$ cat src/logic/twoc_consts.svh
/*
  constants of the timer waveform output control block:
  register offsets, field positions, reset values, counter limits.
  assumes: included by bare name, after nothing in particular.
*/
`ifndef TWOC_CONSTS_SVH
`define TWOC_CONSTS_SVH

// ****************************************************
// register byte offsets
// ****************************************************
`define TWOC_ADDR_CTRL_A 8'hb0
`define TWOC_ADDR_CTRL_B 8'hb1
`define TWOC_ADDR_COUNT 8'hb2
`define TWOC_ADDR_CMP_A 8'hb3
`define TWOC_ADDR_CMP_B 8'hb4
`define TWOC_ADDR_STATUS 8'hb5

// ****************************************************
// field positions
// ****************************************************
`define TWOC_CMP_A_HI 7
`define TWOC_CMP_A_LO 6
`define TWOC_CMP_B_HI 5
`define TWOC_CMP_B_LO 4
`define TWOC_WAVE_LOW_HI 1
`define TWOC_WAVE_LOW_LO 0
`define TWOC_WAVE_HIGH_BIT 3
`define TWOC_STAT_OVF_BIT 0
`define TWOC_STAT_DOWN_BIT 1

// ****************************************************
// write masks and reset values
// ****************************************************
`define TWOC_CTRL_A_MASK 8'hf3
`define TWOC_CTRL_B_MASK 8'h08
`define TWOC_CTRL_A_RESET 8'h00
`define TWOC_CTRL_B_RESET 8'h00
`define TWOC_CMP_RESET 8'h00

// ****************************************************
// counter limits
// ****************************************************
`define TWOC_MAX 8'hff
`define TWOC_BOTTOM 8'h00

`endif

$ cat src/logic/twoc_pkg.sv
/*
  types of the timer waveform output control block.
  assumes: compiled before the block; constants live in the header.
*/
package twoc_pkg;

  // counting and waveform kinds decoded from the mode bits
  typedef enum logic [2:0] {
    twoc_wk_normal,
    twoc_wk_ctc,
    twoc_wk_fast,
    twoc_wk_phase,
    twoc_wk_rsvd
  } twoc_wave_t;

  // register port request from software
  typedef struct packed {
    logic [7:0] addr;
    logic [7:0] wdata;
    logic wr;
    logic rd;
  } twoc_bus_req_t;

  // drive of one port pin
  typedef struct packed {
    logic out;
    logic oe;
  } twoc_pin_t;

endpackage

$ cat src/logic/twoc_top.sv
/*
  timer waveform output control: control register a, its companion
  mode bit, an 8-bit counter, two compare channels and pin muxing.
  assumes: one 100 MHz clock, synchronous active-high reset, a plain
  register port with read data one cycle after the read strobe, and
  port logic on the same clock supplying direction and port data.

*/
// Decided for this implementation: strobed register access.
`timescale 1ns/1ps
`include "twoc_consts.svh"

module twoc_top (
  input wire logic sys_clk,
  input wire logic sys_rst,
  input wire twoc_pkg::twoc_bus_req_t bus_req,
  output logic [7:0] bus_rdata,
  input wire logic pin_dir_a,
  input wire logic pin_dir_b,
  input wire logic port_data_a,
  input wire logic port_data_b,
  output twoc_pkg::twoc_pin_t pin_a,
  output twoc_pkg::twoc_pin_t pin_b,
  output logic compare_out_a,
  output logic compare_out_b
);

  // ****************************************************
  // decode functions
  // ****************************************************

  // three mode bits to a waveform kind
  function automatic twoc_pkg::twoc_wave_t wave_kind(
    input logic [2:0] m
  );
    twoc_pkg::twoc_wave_t k;
    case (m)
      3'h0: k = twoc_pkg::twoc_wk_normal;
      3'h2: k = twoc_pkg::twoc_wk_ctc;
      3'h1, 3'h5: k = twoc_pkg::twoc_wk_phase;
      3'h3, 3'h7: k = twoc_pkg::twoc_wk_fast;
      default: k = twoc_pkg::twoc_wk_rsvd;
    endcase
    return k;
  endfunction

  // whether the compare output owns the pin
  function automatic logic pin_owned(
    input twoc_pkg::twoc_wave_t k,
    input logic [1:0] mode,
    input logic hi,
    input logic is_b
  );
    logic pwm;
    logic own;
    pwm = (k == twoc_pkg::twoc_wk_fast)
      || (k == twoc_pkg::twoc_wk_phase);
    own = (mode != 2'h0);
    // 01 in pwm: a needs high bit, b is reserved
    if (pwm && (mode == 2'h1) && (is_b || !hi))
    begin
      own = 1'b0;
    end
    return own;
  endfunction

  // next level of one compare output
  function automatic logic wave_next(
    input twoc_pkg::twoc_wave_t k,
    input logic [1:0] mode,
    input logic hi,
    input logic is_b,
    input logic hit,
    input logic at_bot,
    input logic at_top,
    input logic down,
    input logic top_eq,
    input logic cur
  );
    logic r;
    r = cur;
    case (k)
      twoc_pkg::twoc_wk_normal, twoc_pkg::twoc_wk_ctc:
      begin
        // toggle, clear or set on match
        if (hit)
        begin
          case (mode)
            2'h1: r = ~cur;
            2'h2: r = 1'b0;
            2'h3: r = 1'b1;
            default: r = cur;
          endcase
        end
      end
      twoc_pkg::twoc_wk_fast:
      begin
        if (mode[1])
        begin
          // match ignored when compare sits at top
          if (hit && !top_eq)
            r = mode[0];
          else if (at_bot)
            r = ~mode[0];
        end
        else if (mode[0] && hi && !is_b && hit)
        begin
          r = ~cur;
        end
      end
      twoc_pkg::twoc_wk_phase:
      begin
        if (mode[1])
        begin
          if (top_eq)
          begin
            // act at top instead of matching
            if (at_top)
              r = ~mode[0];
          end
          else if (hit)
          begin
            r = down ? ~mode[0] : mode[0];
          end
        end
        else if (mode[0] && hi && !is_b && hit)
        begin
          r = ~cur;
        end
      end
      default: r = cur;
    endcase
    return r;
  endfunction

  // ****************************************************
  // registers
  // ****************************************************
  logic [7:0] timer_ctrl_a; // mode fields and low mode bits
  logic [7:0] timer_ctrl_b; // holds the high mode bit
  logic [7:0] count; // counter value
  logic count_down; // phase pwm direction
  logic overflow_flag; // sticky overflow
  logic [7:0] cmp_buf [2]; // software compare values
  logic [7:0] cmp_act [2]; // values in use
  logic [1:0] wave_out; // compare outputs

  // decoded controls
  logic wave_mode_high;
  logic [1:0] wave_mode_low;
  logic [1:0] chan_mode [2];
  twoc_pkg::twoc_wave_t kind;
  logic [7:0] top;
  logic pwm;
  logic at_top;
  logic at_bot;
  logic wr_ctrl_a;
  logic wr_ctrl_b;
  logic wr_count;
  logic wr_status;
  logic ovf_evt;
  logic [7:0] next_count;
  logic next_down;

  assign wave_mode_high = timer_ctrl_b[`TWOC_WAVE_HIGH_BIT];
  assign wave_mode_low =
    timer_ctrl_a[`TWOC_WAVE_LOW_HI:`TWOC_WAVE_LOW_LO];
  assign chan_mode[0] = timer_ctrl_a[`TWOC_CMP_A_HI:`TWOC_CMP_A_LO];
  assign chan_mode[1] = timer_ctrl_a[`TWOC_CMP_B_HI:`TWOC_CMP_B_LO];
  // mode selects sequence and top source
  assign kind = wave_kind({wave_mode_high, wave_mode_low});
  // mode 2 and modes 4 to 7 take top from compare a
  assign top = (wave_mode_high || (wave_mode_low == 2'h2))
    ? cmp_act[0] : `TWOC_MAX;
  assign pwm = (kind == twoc_pkg::twoc_wk_fast)
    || (kind == twoc_pkg::twoc_wk_phase);
  assign at_top = (count == top);
  assign at_bot = (count == `TWOC_BOTTOM);

  // ****************************************************
  // register port decode
  // ****************************************************
  always_comb
  begin
    wr_ctrl_a = 1'b0;
    wr_ctrl_b = 1'b0;
    wr_count = 1'b0;
    wr_status = 1'b0;
    if (bus_req.addr == `TWOC_ADDR_CTRL_A)
      wr_ctrl_a = bus_req.wr;
    else if (bus_req.addr == `TWOC_ADDR_CTRL_B)
      wr_ctrl_b = bus_req.wr;
    else if (bus_req.addr == `TWOC_ADDR_COUNT)
      wr_count = bus_req.wr;
    else if (bus_req.addr == `TWOC_ADDR_STATUS)
      wr_status = bus_req.wr;
  end

  // control registers, zero after reset
  always_ff @(posedge sys_clk)
  begin
    if (sys_rst)
    begin
      timer_ctrl_a <= `TWOC_CTRL_A_RESET;
      timer_ctrl_b <= `TWOC_CTRL_B_RESET;
    end
    else
    begin
      // reserved bits 3:2 never stored
      if (wr_ctrl_a)
        timer_ctrl_a <= bus_req.wdata & `TWOC_CTRL_A_MASK;
      if (wr_ctrl_b)
        timer_ctrl_b <= bus_req.wdata & `TWOC_CTRL_B_MASK;
    end
  end

  // read data, one cycle after the strobe
  always_ff @(posedge sys_clk)
  begin
    if (sys_rst)
      bus_rdata <= 8'h00;
    else if (!bus_req.rd)
      bus_rdata <= 8'h00;
    else if (bus_req.addr == `TWOC_ADDR_CTRL_A)
      bus_rdata <= timer_ctrl_a & `TWOC_CTRL_A_MASK;
    else if (bus_req.addr == `TWOC_ADDR_CTRL_B)
      bus_rdata <= timer_ctrl_b;
    else if (bus_req.addr == `TWOC_ADDR_COUNT)
      bus_rdata <= count;
    else if (bus_req.addr == `TWOC_ADDR_CMP_A)
      bus_rdata <= cmp_buf[0];
    else if (bus_req.addr == `TWOC_ADDR_CMP_B)
      bus_rdata <= cmp_buf[1];
    else if (bus_req.addr == `TWOC_ADDR_STATUS)
      bus_rdata <= {6'h00, count_down, overflow_flag};
    else
      bus_rdata <= 8'h00; // unmapped reads zero
  end

  // ****************************************************
  // counter
  // ****************************************************

  // next count, direction and overflow event
  always_comb
  begin
    next_count = count;
    next_down = count_down;
    ovf_evt = 1'b0;
    case (kind)
      twoc_pkg::twoc_wk_phase:
      begin
        // up to top, down to bottom
        if (!count_down && at_top)
        begin
          next_down = 1'b1;
          next_count = count - 8'h01;
        end
        else if (count_down && at_bot)
        begin
          next_down = 1'b0;
          next_count = count + 8'h01;
          ovf_evt = 1'b1; // flag at bottom
        end
        else
        begin
          next_count = count_down
            ? count - 8'h01 : count + 8'h01;
        end
      end
      twoc_pkg::twoc_wk_rsvd:
      begin
        next_count = count; // reserved modes hold
        next_down = 1'b0;
      end
      default:
      begin
        // normal, clear-on-match, fast: wrap after top
        next_down = 1'b0;
        next_count = at_top ? `TWOC_BOTTOM : count + 8'h01;
        if (kind == twoc_pkg::twoc_wk_fast && wave_mode_high)
          ovf_evt = at_top; // mode 7 flags at top
        else
          ovf_evt = (count == `TWOC_MAX); // at max
      end
    endcase
  end

  // counter and direction, software write wins
  always_ff @(posedge sys_clk)
  begin
    if (sys_rst)
    begin
      count <= 8'h00;
      count_down <= 1'b0;
    end
    else if (wr_count)
    begin
      count <= bus_req.wdata;
    end
    else
    begin
      count <= next_count;
      count_down <= next_down;
    end
  end

  // sticky overflow, write one clears, set wins
  always_ff @(posedge sys_clk)
  begin
    if (sys_rst)
      overflow_flag <= 1'b0;
    else if (ovf_evt)
      overflow_flag <= 1'b1;
    else if (wr_status && bus_req.wdata[`TWOC_STAT_OVF_BIT])
      overflow_flag <= 1'b0;
  end

  // ****************************************************
  // compare channels
  // ****************************************************
  genvar ch;
  generate
    for (ch = 0; ch < 2; ch++)
    begin : g_chan
      logic wr_cmp;
      logic hit;
      logic top_eq;
      assign wr_cmp = bus_req.wr && (bus_req.addr ==
        (ch == 0 ? `TWOC_ADDR_CMP_A : `TWOC_ADDR_CMP_B));
      assign hit = (count == cmp_act[ch]);
      assign top_eq = (cmp_act[ch] == top);

      // buffered compare value
      always_ff @(posedge sys_clk)
      begin
        if (sys_rst)
          cmp_buf[ch] <= `TWOC_CMP_RESET;
        else if (wr_cmp)
          cmp_buf[ch] <= bus_req.wdata;
      end

      // immediate outside pwm, else at top while counting up
      always_ff @(posedge sys_clk)
      begin
        if (sys_rst)
          cmp_act[ch] <= `TWOC_CMP_RESET;
        else if (!pwm)
          cmp_act[ch] <= cmp_buf[ch];
        else if (at_top && !count_down)
          cmp_act[ch] <= cmp_buf[ch];
      end

      // output level; reserved b value changes nothing
      always_ff @(posedge sys_clk)
      begin
        if (sys_rst)
          wave_out[ch] <= 1'b0;
        else
          wave_out[ch] <= wave_next(kind, chan_mode[ch],
            wave_mode_high, (ch == 1), hit, at_bot,
            at_top, count_down, top_eq, wave_out[ch]);
      end
    end
  endgenerate

  assign compare_out_a = wave_out[0];
  assign compare_out_b = wave_out[1];

  // ****************************************************
  // pin muxing
  // ****************************************************

  // compare output replaces port data when owned
  always_comb
  begin
    pin_a.out = pin_owned(kind, chan_mode[0], wave_mode_high, 1'b0)
      ? wave_out[0] : port_data_a;
    pin_b.out = pin_owned(kind, chan_mode[1], wave_mode_high, 1'b1)
      ? wave_out[1] : port_data_b;
    pin_a.oe = pin_dir_a; // driver needs direction set
    pin_b.oe = pin_dir_b;
  end

endmodule

$ cat config.mk
export PLATFORM = sky130hd
export DESIGN_NAME = twoc_top
export DESIGN_NICKNAME = d
export VERILOG_FILES = /design/src/logic/twoc_pkg.sv /design/src/logic/twoc_top.sv
export VERILOG_INCLUDE_DIRS = /design/src /design/src/logic
export SDC_FILE = /design/constraint.sdc
export NUM_CORES = 1
export LEC_CHECK = 0
export ABC_AREA = 1
export BUFFER_PORTS_ARGS = -buffer_cell sky130_fd_sc_hd__buf_4
export CAP_MARGIN = 25
export CORE_MARGIN = 5
export CORE_UTILIZATION = 55
export CTS_BUF_LIST = sky130_fd_sc_hd__clkbuf_4 sky130_fd_sc_hd__clkbuf_8
export CTS_CLUSTER_DIAMETER = 50
export DETAILED_ROUTE_END_ITERATION = 10
export HOLD_SLACK_MARGIN = 0.05
export PLACE_DENSITY = 0.75
export SLEW_MARGIN = 20
export SYNTH_ARGS = -nofsm -noshare
export SYNTH_HDL_FRONTEND = slang
export SYNTH_SLANG_ARGS = --single-unit
$ cat constraint.sdc
create_clock -name sys_clk -period 2.7 [get_ports sys_clk]
set_clock_uncertainty 0.1 [all_clocks]
set_input_delay 0.135 -clock sys_clk [delete_from_list [all_inputs] [get_ports sys_clk]]
set_output_delay 0.135 -clock sys_clk [all_outputs]
set_load 0.02 [all_outputs]
==> implementation parameters, run 1 <==
Parameter                              Value

Placement
  Dpl hpwl    8570 µm
  GPL Wtd Cong    ~0.97
  Post-place setup slack    0.332 ns
  Post-placement cell count    670
  Buffers on Ports    33

Final layout
  Post-Layout Cell Count    696
  Area Growth Syn to Fin    16.3%
  Layout cells sized above 1    12.8%
  Most frequent cells in the layout    nand2_1, inv_1, nor2_1, nand3_1, buf_4
  Net total in the final layout    about 620
  Ant. Diodes    0
  Commonest non-fill, non-tap cell in the layout    nand2_1

Timing
  Unrepaired setup endpoints after global routing    false
  Highest Clock Rate    418 MHz
  Final setup viols    0
  Max-slew violation count    0
  Time the final worst path needs with I/O delays and setup    2.39 ns
  Setup slack after layout    between 0.3 and 0.4 ns
  Total negative setup slack    0 ns
  Fin. Hold Viols    0
  Max-Slew Margin vs Limit    between 60% and 70%
  Final cycle utilization of the critical path    88.5%
  Slew of the pin with the lowest slew margin    0.497 ns

Clock network
  Number of buffers created by CTS    9
  Library cell used as clock root buffer    clkbuf_8
  Number of clock sinks    59
  Maximum buffer depth of the clock tree    2
  Clock Pin Slew Worst Setup and Hold Paths    0.07 ns
  Number of buffers inserted for hold repair after clock tree synthesis    10
  Post-CTS setup repair buffer count    0
  Clock Latency Late Sink    around 0.34 ns
  CTS tree    yes
  H-Tree Depth    3
  Number of instances resized during post-cts repair    0

GRT
  Overall global routing resource usage    27.1%
  Pin count of the biggest net entering global routing    24
  Via count of the first global-routing pass    3568
  Gr ovfl total    0
  First-pass GRT wire length    approximately 18000 µm
  Initial antenna violation count    0

Run status
  Result of the run    finished clean

Setup path
  Worst Reg2Reg Path Length in Cells    11
  Buffering stage count on the worst path with inverters included    1
  Cell repeated most along the worst path    nand2_1
  Critical path endpoint category    flip-flop
  Beginning of the critical path    timer_ctrl_a[0]
  Arrival time at the worst endpoint    2.30 ns
  Worst EP required    2.61 ns
  Crit Reg-Reg Endpoint    cmp_act[0][0]
  Critical path peak fanout    23
  Source of the worst register-to-register timing path    timer_ctrl_a[0]
  Slowest CP cell    dfxtp_1
  Critical Path Max Stage Delay    0.57 ns
  Type of the worst setup path    reg2reg
  Total stage count of the critical path    11
  Last element of the critical path    cmp_act[0][0]
  Crit path cell chain    inv_4 > nand2_4 > nand2_4 > nand2_1 > xor2_1 > nand2_1 > nor2_2 > nand3_2 > nand2_1 > nand2_2 > nand2_1
  R2r setup slk    between 0.3 and 0.4 ns
  Crit-path leading delay family    simple AND/OR/NAND/NOR gates
  Critical Path Start Type    flip-flop

Power and ir drop
  Worst voltage drop across the vdd grid    0.000383 V
  Total power divided by cell area    ~440 mW/mm²
  Power after layout    1.98 mW
  Static Leak    2.00 nW

Drt
  Overall via count from detail_route    3857
  TritonRoute pass-1 iters    5
  Average via count per standard cell    5.54
  Initial DRC count    327
  Total DRC errors in the routed layout    0
  Met3 WL post-DR    935 µm
  Met1 wire length    4680 µm
  Wire length on met2    5200 µm
  Highest metal layer with signal wires    met4
  Wire length per cell    16.2 µm
  Wire length after detailed routing    11300 µm
  Post-route antenna net violation count    0

Synth
  Share of the synthesized area in compound gates (AO/OA/AOI/OAI)    12.5%
  Adder-cell share of the synthesized area    0.974%
  Total standard cell area after synthesis    0.00385 mm²
  Synth warn    0
  Sequential share of the synthesized area    about two fifths
  Synthesized netlist cell count    between 500 and 600
  Syn Nets    573
  Xor and xnor fraction of the mapped netlist area    about 4.3%
  Main area contributors after synthesis    edfxtp_1, dfxtp_1, nand2_1
  Area fraction in and, or, nand and nor cells after synthesis    between 30% and 40%
  Syn avg cell area    roughly 7 µm²
  Distinct cell type count after synthesis    42
  Dominant combinational cell family by area after synthesis    simple AND/OR/NAND/NOR gates
  Post-synthesis mux area share    less than 1%
  Flip-flop and latch count after synthesis    59
  Library cell with the largest summed area after synthesis    edfxtp_1
  Top-area cell type share of the netlist area    between 20% and 30%

Floorplanning
  Number of I/O pins    38
  Starting density of the core    56.7%
  Site Rows    30
  Die outline area    0.00878 mm²
  X dimension of the die    93.7 µm
  Core ar.    0.00679 mm²
  Chip Height    93.7 µm

Min path
  Worst hold path type    in2reg

Run
  MaxCap Viol Count    0
-- where the power goes --
part | total, mW | switching [mW] | internal [mW]
clock | 0.708 | 0.381 | 0.327
sequential | 1.01 | 0.0246 | 0.984
combinational | 0.263 | 0.164 | 0.0984
total | 1.98 | 0.569 | 1.41
-- cells by family after synthesis --
| group | Yosys count |
|---|---|
| mux | 1 |
| buf+inv | 103 |
| xor+xnor | 18 |
| flops | 59 |
| compound gates | 81 |
| fa+ha+maj | 3 |
| simple gates | 281 |
-- cell type report --
type / count / area, µm²
Fill cell: 602 / 2310
Multi-Input combinational cell: 384 / 1930
Sequential cell: 59 / 1500
Timing Repair Buffer: 54 / 430
Inverter: 87 / 329
Clock buffer: 9 / 124
Tap cell: 96 / 120
Clock inverter: 7 / 45.0
-- how the worst min path moves through the flow --
stage | start | to | slack, ns | cells past startpoint
4_1_cts | bus_req[4] | cmp_buf[1][2] | 0.06 | 3
5_1_grt | bus_req[4] | cmp_buf[1][2] | 0.08 | 3
3_3_place_gp | pin_dir_a | pin_a[0] | 0.17 | 0
3_5_place_dp | pin_dir_a | pin_a[0] | 0.17 | 0
2_1_floorplan | sys_rst | count_down | 0.11 | 1
6_report | bus_req[4] | cmp_buf[1][2] | 0.08 | 3
-- worst reg2reg max path, delay by kind of cell, from the launching register on --
kind                   cells  cell delay, ns
XOR/XNOR                   1            0.15
buffers and inverters      1            0.08
flip-flops                 1            0.57
AND/OR/NAND/NOR            9            1.16
-- sequential cells by signal, summed over array words and instances, names as in the netlist --
signal,count
bus_rdata,8
count,8
timer_ctrl_a,6
overflow_flag,1
compare_out_b,1
timer_ctrl_b,1
cmp_act,16
compare_out_a,1
count_down,1
cmp_buf,16
-- synth_stat cells, drive strengths merged --
library cell,number
xnor2,3
mux2,1
a31oi,2
nor2,69
edfxtp,32
o211a,1
nand4,15
nand2,130
o22ai,10
clkinv,1
o211ai,3
o21ai,27
nand3b,4
inv,86
o221ai,3
buf,10
nand3,52
clkbuf,6
a32oi,1
a21boi,1
or2,2
a211oi,3
o21a,1
a21oi,28
a2111oi,1
nor4,1
xor2,15
dfxtp,27
nor3,8
ha,3
-- layer usage --
| metal | vias to the layer above | track usage (%) |
|---|---|---|
| met5 | - | 0 |
| met4 | 0 | 11.9 |
| met3 | 35 | 4.41 |
| met2 | 202 | 42.7 |
| met1 | 1728 | 36.5 |
| li1 | 1892 | - |
-- stage by stage --
| stage | instance area, µm² | util (%) | hold WS [ns] |
|---|---|---|---|
| after global routing | 4480 | 66.0 | 0.0786 |
| after CTS | 4480 | 66.0 | 0.0597 |
| after detailed placement | 4210 | 62.0 | 0.170 |
| after global placement | 4210 | 62.0 | 0.170 |
| after floorplan | 3850 | - | 0.108 |
| final | 4480 | 66.0 | 0.0797 |
No activity file was read; power rests on OpenSTA's default activity.
==> run 2, diff against run 1 <==
CELL_PAD_IN_SITES_DETAIL_PLACEMENT = 1   (was default)
CELL_PAD_IN_SITES_GLOBAL_PLACEMENT = 1   (was default)
CORE_UTILIZATION = 45   (was 55)
PLACE_DENSITY = default   (was 0.75)
PLACE_DENSITY_LB_ADDON = 0.1   (was default)
==> implementation parameters, run 2 (synthesized netlist as in run 1, its figures left out) <==
Parameter                              Value

Final layout
  Sequential cell area    0.00150 mm² (about the same)
  Registers with the most flip-flops    cmp_act: 16 flops, cmp_buf: 16 flops (unchanged)
  Fill cell count    1095 (was 602)
  Utilization of the core after routing    54.8% (was 66.0%)
  Commonest non-fill, non-tap cell in the layout    nand2_1 (unchanged)
  Area Growth Syn to Fin    18.0% (was 16.3%)
  Net total in the final layout    622 (unchanged)
  Most frequent cells in the layout    nand2_1, inv_1, nor2_1, nand3_1, buf_4 (unchanged)
  Ant. Diodes    0 (unchanged)
  Area of the multi-input gates    0.00193 mm² (unchanged)
  Layout cells sized above 1    13.3% (was 12.8%)

GRT
  Via count of the first global-routing pass    4020 (was 3568)
  First-pass GRT wire length    20800 µm (was 18200 µm)
  Initial antenna violation count    0 (unchanged)
  Gr ovfl total    0 (unchanged)
  Overall global routing resource usage    26.4% (was 27.1%)
  Pin count of the biggest net entering global routing    24 (unchanged)

Timing
  Total negative setup slack    0 ns (unchanged)
  Final setup viols    0 (unchanged)
  Max-slew violation count    0 (unchanged)
  Time the final worst path needs with I/O delays and setup    2.39 ns (about the same)
  Unrepaired setup endpoints after global routing    false (unchanged)
  Final cycle utilization of the critical path    88.4% (was 88.5%)
  Slew of the pin with the lowest slew margin    0.588 ns (was 0.497 ns)
  Highest Clock Rate    419 MHz (was 418 MHz)
  Max-Slew Margin vs Limit    59.8% (was 66.5%)
  Fin. Hold Viols    0 (unchanged)

Power and ir drop
  Worst voltage drop across the vdd grid    0.000318 V (was 0.000383 V)
  Switching share of power    27.9% (was 28.8%)
  Total power divided by cell area    490 mW/mm² (was 441 mW/mm²)
  Share of power burned in the clock network    42.4% (was 35.8%)
  Internal Dissipation    1.61 mW (was 1.41 mW)
  Logic gate share of total power    12.1% (was 13.3%)
  Sw Pwr    621 µW (was 569 µW)
  Static Leak    2.04 nW (was 2.00 nW)
  Part of the total power dissipated in sequential elements    45.5% (was 51.0%)

Drt
  TritonRoute pass-1 iters    4 (was 5)
  Total DRC errors in the routed layout    0 (unchanged)
  Wire length per cell    19.1 µm (was 16.2 µm)
  Overall via count from detail_route    3987 (was 3857)
  Wire length on met2    6340 µm (was 5200 µm)
  Met3 WL post-DR    903 µm (was 935 µm)
  Highest metal layer with signal wires    met4 (unchanged)
  Average via count per standard cell    5.66 (was 5.54)
  Post-route antenna net violation count    0 (unchanged)
  Wire length after detailed routing    13500 µm (was 11300 µm)
  Met1 wire length    5720 µm (was 4680 µm)
  Initial DRC count    210 (was 327)

Floorplanning
  Chip Height    103 µm (was 93.7 µm)
  Die outline area    0.0105 mm² (was 0.00878 mm²)
  Number of I/O pins    38 (unchanged)
  X dimension of the die    103 µm (was 93.7 µm)
  Core ar.    0.00830 mm² (was 0.00679 mm²)
  Starting density of the core    46.4% (was 56.7%)
  Site Rows    33 (was 30)

Clock network
  Clock Latency Late Sink    0.36 ns (was 0.34 ns)
  H-Tree Depth    3 (unchanged)
  Number of buffers created by CTS    9 (unchanged)
  Clock Pin Slew Worst Setup and Hold Paths    0.08 ns (was 0.07 ns)
  Library cell used as clock root buffer    clkbuf_8 (unchanged)
  CTS tree    yes (unchanged)
  Number of clock sinks    59 (unchanged)
  Maximum buffer depth of the clock tree    2 (unchanged)

Run status
  Result of the run    finished clean (unchanged)

Setup path
  Arrival time at the worst endpoint    2.31 ns (was 2.30 ns)
  Critical Path Start Type    flip-flop (unchanged)
  Critical path peak fanout    23 (unchanged)
  Critical path endpoint category    flip-flop (unchanged)
  Type of the worst setup path    reg2reg (unchanged)
  Worst EP required    2.62 ns (was 2.61 ns)

Min path
  Worst hold path type    in2reg (unchanged)

Placement
  Buffers on Ports    33 (unchanged)
  Dpl hpwl    10200 µm (was 8570 µm)
  GPL Wtd Cong    0.888 (was 0.969)

Run
  MaxCap Viol Count    0 (unchanged)
## run 2: cell count changes in the layout (fill, tap and decap cells not counted)
| cell | before | now |
|---|---|---|
| inv_6 | 0 | 1 |
| clkinv_2 | 2 | 1 |
| clkinv_1 | 2 | 1 |
| buf_4 | 44 | 45 |
| dlygate4sd3_1 | 10 | 9 |
| dfxtp_1 | 27 | 26 |
| dfxtp_2 | 0 | 1 |
| clkinv_4 | 1 | 3 |
| bufinv_16 | 0 | 2 |
| clkinvlp_4 | 3 | 0 |
## run 2: power groups by stage
stage	logic, mW	registers (mW)	clock network (mW)
after floorplan	0.160	1.02	0
after global placement	0.246	1.03	0
after detailed placement	0.254	1.03	0
after CTS	0.266	1.01	0.949
after global routing	0.294	1.02	0.996
final	0.270	1.01	0.944
## run 2: area by class of cell
type                       count  share of cell area [%]
clock buffer                   9                    2.72
clock inverter                 7                    2.20
inverter                      87                    7.24
multi-input combinational    384                    42.5
sequential                    59                    33.0
tap                          105                    2.89
timing repair buffer          54                    9.41
## run 2: per-stage QoR
| step | instance area, µm² | power (mW) | setup slack, ns | cells | hold WS, ns |
|---|---|---|---|---|---|
| floorplan | 3850 | 1.18 | 0.537 | 546 | 0.108 |
| global placement | 4230 | 1.28 | 0.396 | 680 | 0.170 |
| detailed placement | 4230 | 1.29 | 0.194 | 680 | 0.170 |
| CTS | 4550 | 2.23 | 0.181 | 705 | 0.0513 |
| global route | 4550 | 2.31 | 0.154 | 705 | 0.0717 |
| finish | 4550 | 2.23 | 0.313 | 705 | 0.0591 |
## run 2: path summary, 6_finish.rpt
path,start,to,slack (ns),depth (start not counted)
hold / removal,bus_req[9],timer_ctrl_a[7],0.06,3
setup reg to reg,timer_ctrl_b[3],cmp_act[1][4],0.31,12
hold reg to reg,timer_ctrl_a[5],bus_rdata[5],0.37,2
setup / recovery,timer_ctrl_b[3],cmp_act[1][4],0.31,12
## run 2: worst max-delay path, stage by stage, from the launching register on
cell and delay [ns]:
dfxtp_1 0.46, inv_2 0.13, nand2_4 0.24, nand2_1 0.11, nand2_1 0.07, nand2_1 0.05, inv_1 0.04, nand2_1 0.05
nor2_2 0.18, nand3_2 0.15, nand2_1 0.10, nand2_2 0.07, nand2_1 0.27
## run 2: metal layers
| metal | vias to the layer above | GRT usage, % |
|---|---|---|
| li1 | 1889 | - |
| met1 | 1908 | 34.8 |
| met2 | 160 | 43.0 |
| met3 | 30 | 4.13 |
| met4 | 0 | 11.6 |
| met5 | - | 0 |
## run 2: what timing repair did
| item | in CTS | in global routing |
|---|---|---|
| resized for setup | 0 | 1 |
| hold buffers | 9 | 0 |
| endpoints found under the setup margin | 0 | 8 |
| setup buffers | 0 | 0 |
| hold endpoints to repair | 15 | 0 |
